[src/xad_pkg.sv]
// Purpose: Shared constants for the xor and direction-load execution block
// Assumes: 12-bit instruction words, 8-bit data path
// Notes: Encodings are fixed by the instruction set
package xad_pkg;
    localparam int XAD_DATA_W = 8;
    localparam int XAD_INSN_W = 12;
    localparam int XAD_FADDR_W = 5;
    // Instruction encodings and match masks
    localparam logic [11:0] XAD_DIR_MASK = 12'hff8;
    localparam logic [11:0] XAD_DIR_CODE = 12'h000;
    localparam logic [11:0] XAD_XLIT_MASK = 12'hf00;
    localparam logic [11:0] XAD_XLIT_CODE = 12'hf00;
    localparam logic [11:0] XAD_XF_MASK = 12'hfc0;
    localparam logic [11:0] XAD_XF_CODE = 12'h180;
    // Field positions
    localparam int XAD_DEST_BIT = 5;
    localparam int XAD_SEL_MSB = 2;
    // Direction register selectors
    localparam logic [2:0] XAD_DIR_SEL_FIRST = 3'h5;
    localparam int XAD_DIR_COUNT = 3;
    // Reset values
    localparam logic [7:0] XAD_ACC_RST = 8'h00;
    localparam logic [7:0] XAD_DIR_RST = 8'hff;
    localparam logic XAD_ZERO_RST = 1'b0;
endpackage
[src/xad_dec_if.sv]
// Purpose: Decoded instruction bundle between decoder and execute stage
// Assumes: One clock domain
// Notes: Pure combinational carrier
interface xad_dec_if;
    import xad_pkg::*;
    logic is_dir;
    logic is_xlit;
    logic is_xf;
    logic dest_file;
    logic [2:0] dir_sel;
    logic [7:0] literal;
    logic [4:0] faddr;
    modport dec(output is_dir, is_xlit, is_xf, dest_file, dir_sel, literal,
        faddr);
    modport exe(input is_dir, is_xlit, is_xf, dest_file, dir_sel, literal,
        faddr);
endinterface

[src/xad_decode.sv]
// Purpose: Splits one instruction word into decoded fields
// Assumes: Word is stable for the whole instruction cycle
// Notes: No state
module xad_decode
    import xad_pkg::*;
(
    input wire logic [11:0] insn_in,
    xad_dec_if.dec dec
);
    always_comb begin
        dec.is_dir = ((insn_in & XAD_DIR_MASK) == XAD_DIR_CODE)
            && (insn_in[XAD_SEL_MSB:0] >= XAD_DIR_SEL_FIRST);
        dec.is_xlit = (insn_in & XAD_XLIT_MASK) == XAD_XLIT_CODE;
        dec.is_xf = (insn_in & XAD_XF_MASK) == XAD_XF_CODE;
        dec.dest_file = insn_in[XAD_DEST_BIT];
        dec.dir_sel = insn_in[XAD_SEL_MSB:0];
        dec.literal = insn_in[7:0];
        dec.faddr = insn_in[4:0];
    end
endmodule

[src/xad_exec.sv]
// Purpose: Execute stage for direction-load, literal-xor and file-xor
// Assumes: One instruction per clock; file read data is combinational
// Notes: File register array lives outside; written via a one-cycle strobe
// Notes: A file-xor right after a write-back reads the write address
module xad_exec
    import xad_pkg::*;
(
    input wire logic clk_sys_in,
    input wire logic rst_b_in,
    input wire logic insn_valid_in,
    input wire logic [11:0] insn_in,
    input wire logic [7:0] file_rdata_in,
    output logic [4:0] file_addr_out,
    output logic [7:0] file_wdata_out,
    output logic file_we_out,
    output logic [7:0] acc_out,
    output logic zero_flag_out,
    output logic [7:0] dir_a_out,
    output logic [7:0] dir_b_out,
    output logic [7:0] dir_c_out
);
    // ****************************************
    // Decode
    // ****************************************
    xad_dec_if dif();

    xad_decode u_dec (
        .insn_in(insn_in),
        .dec(dif)
    );

    // ****************************************
    // State
    // ****************************************
    // Architectural state
    logic [7:0] acc_q;
    logic [7:0] acc_d;
    logic zero_q;
    logic zero_d;
    logic [7:0] dir_q [XAD_DIR_COUNT];
    logic [7:0] dir_d [XAD_DIR_COUNT];

    // Pending file write-back
    logic [4:0] faddr_q;
    logic [4:0] faddr_d;
    logic [7:0] fwd_q;
    logic [7:0] fwd_d;
    logic fwe_q;
    logic fwe_d;

    // Per-cycle strobes and results
    logic do_dir;
    logic do_xlit;
    logic do_xf;
    logic do_xf_acc;
    logic do_xf_file;
    logic [7:0] lit_result;
    logic lit_zero;
    logic [7:0] file_result;
    logic file_zero;
    logic [1:0] dir_idx;

    // ****************************************
    // Strobes
    // ****************************************
    // A word acts only in a valid cycle; no stall is ever asked for
    // Decode classes never overlap, so at most one of do_dir, do_xlit and do_xf is high
    always_comb begin
        do_dir = insn_valid_in && dif.is_dir;
        do_xlit = insn_valid_in && dif.is_xlit;
        do_xf = insn_valid_in && dif.is_xf;
        do_xf_acc = do_xf && !dif.dest_file;
        do_xf_file = do_xf && dif.dest_file;
    end

    // ****************************************
    // Literal xor
    // ****************************************
    always_comb begin
        lit_result = acc_q ^ dif.literal;
        lit_zero = (lit_result == 8'h00);
    end

    // ****************************************
    // File xor
    // ****************************************
    // Read data arrives in the same cycle from the address port
    always_comb begin
        file_result = acc_q ^ file_rdata_in;
        file_zero = (file_result == 8'h00);
    end

    // ****************************************
    // Direction selector
    // ****************************************
    // Selectors below 5 never raise do_dir, so the wrap is harmless
    // Index 0, 1, 2 stands for selector 5, 6, 7
    always_comb begin
        dir_idx = 2'(dif.dir_sel - XAD_DIR_SEL_FIRST);
    end

    // ****************************************
    // Accumulator
    // ****************************************
    always_comb begin
        acc_d = acc_q;
        if (do_xlit) begin
            acc_d = lit_result;
        end else if (do_xf_acc) begin
            acc_d = file_result;
        end
    end

    // Kept on a file write-back and on a direction load
    always_ff @(posedge clk_sys_in) begin
        if (!rst_b_in) begin
            acc_q <= XAD_ACC_RST;
        end else begin
            acc_q <= acc_d;
        end
    end

    // ****************************************
    // Zero flag
    // ****************************************
    // Direction load leaves the flag alone
    always_comb begin
        zero_d = zero_q;
        if (do_xlit) begin
            zero_d = lit_zero;
        end else if (do_xf) begin
            zero_d = file_zero;
        end
    end

    // Updated for both destinations of a file-xor
    always_ff @(posedge clk_sys_in) begin
        if (!rst_b_in) begin
            zero_q <= XAD_ZERO_RST;
        end else begin
            zero_q <= zero_d;
        end
    end

    // ****************************************
    // Direction registers
    // ****************************************
    // Only the selected register moves; the others hold
    always_comb begin
        dir_d = dir_q;
        if (do_dir) begin
            dir_d[dir_idx] = acc_q;
        end
    end

    // All direction bits come up as inputs
    always_ff @(posedge clk_sys_in) begin
        if (!rst_b_in) begin
            for (int i = 0; i < XAD_DIR_COUNT; i++) begin
                dir_q[i] <= XAD_DIR_RST;
            end
        end else begin
            dir_q <= dir_d;
        end
    end

    // ****************************************
    // Write-back request
    // ****************************************
    // The write lands one cycle late so strobe and data leave from flops;
    // the address port shows the write address in that cycle
    // Address and data hold their last values while no write is pending
    always_comb begin
        faddr_d = faddr_q;
        fwd_d = fwd_q;
        fwe_d = 1'b0;
        if (do_xf_file) begin
            faddr_d = dif.faddr;
            fwd_d = file_result;
            fwe_d = 1'b1;
        end
    end

    // ****************************************
    // Write-back register
    // ****************************************
    // Strobe is high for exactly one cycle per write
    always_ff @(posedge clk_sys_in) begin
        if (!rst_b_in) begin
            faddr_q <= 5'h00;
            fwd_q <= 8'h00;
            fwe_q <= 1'b0;
        end else begin
            faddr_q <= faddr_d;
            fwd_q <= fwd_d;
            fwe_q <= fwe_d;
        end
    end

    // ****************************************
    // Outputs
    // ****************************************
    // Read address is combinational so the operand arrives the same cycle
    assign file_addr_out = fwe_q ? faddr_q : dif.faddr;
    assign file_wdata_out = fwd_q;
    assign file_we_out = fwe_q;
    assign acc_out = acc_q;
    assign zero_flag_out = zero_q;
    assign dir_a_out = dir_q[0];
    assign dir_b_out = dir_q[1];
    assign dir_c_out = dir_q[2];
endmodule

[config.mk]
export PLATFORM = sky130hd
export DESIGN_NAME = xad_exec
export DESIGN_NICKNAME = d
export VERILOG_FILES = /design/src/xad_pkg.sv /design/src/xad_dec_if.sv /design/src/xad_decode.sv /design/src/xad_exec.sv
export SDC_FILE = /design/constraint.sdc
export NUM_CORES = 1
export LEC_CHECK = 0
export BUFFER_PORTS_ARGS = -buffer_cell sky130_fd_sc_hd__buf_2
export CAP_MARGIN = 10
export CORE_MARGIN = 2
export CORE_UTILIZATION = 50
export CTS_CLUSTER_SIZE = 8
export DETAILED_ROUTE_END_ITERATION = 8
export PLACE_DENSITY_LB_ADDON = 0.1
export SLEW_MARGIN = 10
export SYNTH_ARGS = -nofsm -noshare
export SYNTH_HDL_FRONTEND = slang
export SYNTH_SLANG_ARGS = --single-unit
[constraint.sdc]
create_clock -name clk_sys_in -period 2.9 [get_ports clk_sys_in]
set_input_delay 0.29 -clock clk_sys_in [delete_from_list [all_inputs] [get_ports clk_sys_in]]
set_output_delay 0.29 -clock clk_sys_in [all_outputs]
set_load 0.05 [all_outputs]
==> run_results.csv <==
group,metric,value,unit
grt,overflow,0,
detailed_routing,wl_per_cell,15.3,um
clock_tree,cts_tree,"done",
placed_design,place_congestion,0.891,
detailed_routing,drt-total-wl,5.59,mm
sta,max_slew.worst_pin.slew,438,ps
die,dieHeight,70.8,um
detailed_routing,drc,0,
cells_and_area,layout-drive-gt1-share,28.4,%
clock_tree,root_buffer,"clkbuf_8",
job,max_cap_viol_count,0,
detailed_routing,route.vias.total,2010,
sta,final_hold_viol_count,0,
sta,fin_ws,1280,ps
clock_tree,postCtsHoldBufs,0,
clock_tree,cts.clk_slew.worst_paths,90,ps
yosys,yosysSeqAreaShare,42.2,%
yosys,synth_cells,248,
yosys,synth_top_flop_cell,"dfxtp_1",
sta,post-route-period-util,55.7,%
setup_path,crit_type,"reg -> out",
yosys,async_flop_share,0,%
sta,relSlewSlack,70.8,%
clock_tree,cts_sinks,47,
die,die-area,5010,um^2
power,peakVddDrop,0.271,mV
die,io_pins,70,
detailed_routing,dr.pass1.iters,4,
grt,grt_usage,22.5,%
power,p_per_area,428,nW/um^2
cells_and_area,insertedDiodeCount,0,
clock_tree,clockBufferDepth,2,
clock_tree,cts_setup_buffers,0,
grt,grt_pass1_wl,8.97,mm
yosys,synth_seq_cells,47,
status,outcome,"finished, final reports clean",
grt,antenna_found_initial,0,
setup_path,crit_required,2610,ps
yosys,synth.largest_area_cell,"dfxtp_1",
clock_tree,htree_levels,2,
grt,grt_max_degree,26,
yosys,synth_nets,271,
placed_design,dp_hpwl,4.01,mm
die,start_util,51.6,%
setup_path,crit_fanout,7,
min_path,hp-class,"in -> reg",
grt,grt_pass1_vias,1863,
yosys,yosys-top-cells-count,"dfxtp_1 (47), mux2i_1 (29), nand2_1 (21), o21ai_0 (17)",
sta,finalMaxSlewViolations,0,
yosys,synth_area,2230,um^2
setup_path,cp-start-kind,"register",
sta,period_needed,1620,ps
power,finalPower,0.00115,W
yosys,ys_warn_count,0,
detailed_routing,dr.first_iter.drc_count,89,
setup_path,worstRegToRegCells,4,
placed_design,pre_cts_ws,1000,ps
min_path,whs_path_depth,3,
setup_path,end_kind,"output pin",
sta,setup_tns,0,ps
yosys,synth_most_common_cell,"dfxtp_1",
sta,rsz0062_at_grt,"false",
yosys,syn-mean-instance-area,8.99,um^2
clock_tree,ctsResizeCount,0,
yosys,synth.area.top_cells,"dfxtp_1 (42%), mux2i_1 (13%), xor2_1 (6.3%), o21ai_0 (3.8%), nand3_1 (3.6%)",
cells_and_area,fin_nets,335,
detailed_routing,postRouteAntennaNets,0,
cells_and_area,nFillCells,416,
sta,timing.final.setup_violations,0,
die,core_area,4320,um^2
cells_and_area,area_delta_synth_final,20.4,%
sta,skew,6.41,ps
clock_tree,insertion_delay,300,ps
yosys,ys_types,31,
power,p_leak,1.31,nW
clock_tree,cts-buffers-inserted,5,
yosys,synth-edff-count,0,
die,fp.dieW,70.8,um
yosys,synth_top_area_share,42.2,%
die,rows,24,
detailed_routing,viasPerCell,5.51,
placed_design,io_buffer_count,69,
sta,fmax,619,MHz
setup_path,worst_ep_arrival_time,1330,ps
critical path, cell delays in order, from the launching register on:
cell and delay, ps:
dfxtp_1 460, mux2_2 360, buf_2 210
cells in the final DEF, fill, tap and decap left out:
master / synthesis / routed
a21oi_1: 1 / 1
a22oi_1: 8 / 8
a311oi_1: 1 / 1
a31oi_1: 8 / 8
and3_1: 1 / 1
and4_1: 1 / 1
buf_2: 3 / 69
buf_4: 0 / 3
clkbuf_1: 12 / 2
clkbuf_8: 0 / 5
clkinv_2: 0 / 1
dfxtp_1: 47 / 47
inv_1: 11 / 11
mux2_2: 4 / 4
mux2i_1: 29 / 29
nand2_1: 21 / 21
nand2b_1: 8 / 8
nand3_1: 16 / 16
nand3b_1: 3 / 3
nand4_1: 3 / 3
nand4_2: 1 / 1
nor2_1: 14 / 14
nor2b_1: 1 / 1
nor3_1: 8 / 8
nor3b_1: 1 / 1
nor4_1: 4 / 4
nor4_4: 1 / 1
nor4b_2: 1 / 1
o211ai_1: 1 / 1
o21ai_0: 17 / 17
or2_0: 1 / 1
or3b_1: 1 / 1
or3b_2: 4 / 4
xor2_1: 16 / 16
area by class of cell:
type,instances,area [um^2],area share [%]
multi-input combinational,175,1190,44.2
sequential,47,941,35.1
clock inverter,1,5.00,0.186
timing repair buffer,72,368,13.7
inverter,11,41.3,1.54
clock buffer,7,76.3,2.84
tap,52,65.1,2.42
metrics by stage:
stage	cells	util (%)	cell area, um^2	hold WS [ps]
3_5_place_dp	357	60.2	2600	458
2_1_floorplan	248	-	2230	434
6_report	365	62.1	2680	306
5_1_grt	365	62.1	2680	317
4_1_cts	365	62.1	2680	305
3_3_place_gp	357	60.2	2600	449
layer usage:
| layer | global-route usage, % | vias up | share of wire [%] |
|---|---|---|---|
| li1 | - | 997 | - |
| met3 | 5.13 | 15 | 5.4 |
| met4 | 9.01 | 0 | 2.4 |
| met2 | 35.8 | 58 | 47 |
| met5 | 0 | - | 0 |
| met1 | 29.8 | 940 | 45 |
state kept, by name, indices dropped and copies added, names as in the netlist:
register / flops
dir_b_out: 8
dir_c_out: 8
faddr_q: 5
dir_a_out: 8
file_we_out: 1
zero_flag_out: 1
acc_out: 8
file_wdata_out: 8
where the power goes:
part           internal (W)  switching, W  total, W
registers          0.000647    0.00000529  0.000652
logic             0.0000353     0.0000817  0.000117
clock network      0.000169      0.000211  0.000380
path summary, 6_finish.rpt:
| path | end | start | slack (ps) |
|---|---|---|---|
| setup / recovery | file_addr_out[3] | file_we_out | 1280 |
| hold / removal | faddr_q[2] | insn_in[2] | 310 |
| setup reg to reg | zero_flag_out | acc_out[5] | 1370 |
| hold reg to reg | dir_c_out[5] | dir_c_out[5] | 460 |
cell families after synthesis:
group	share of synthesized area [%]
AND/OR/NAND/NOR	22.2
flip-flops	42.2
AO/OA/AOI/OAI	9.71
multiplexers	15.0
buffers and inverters	4.55
XOR/XNOR	6.28
(Power assumes the default switching activity.)
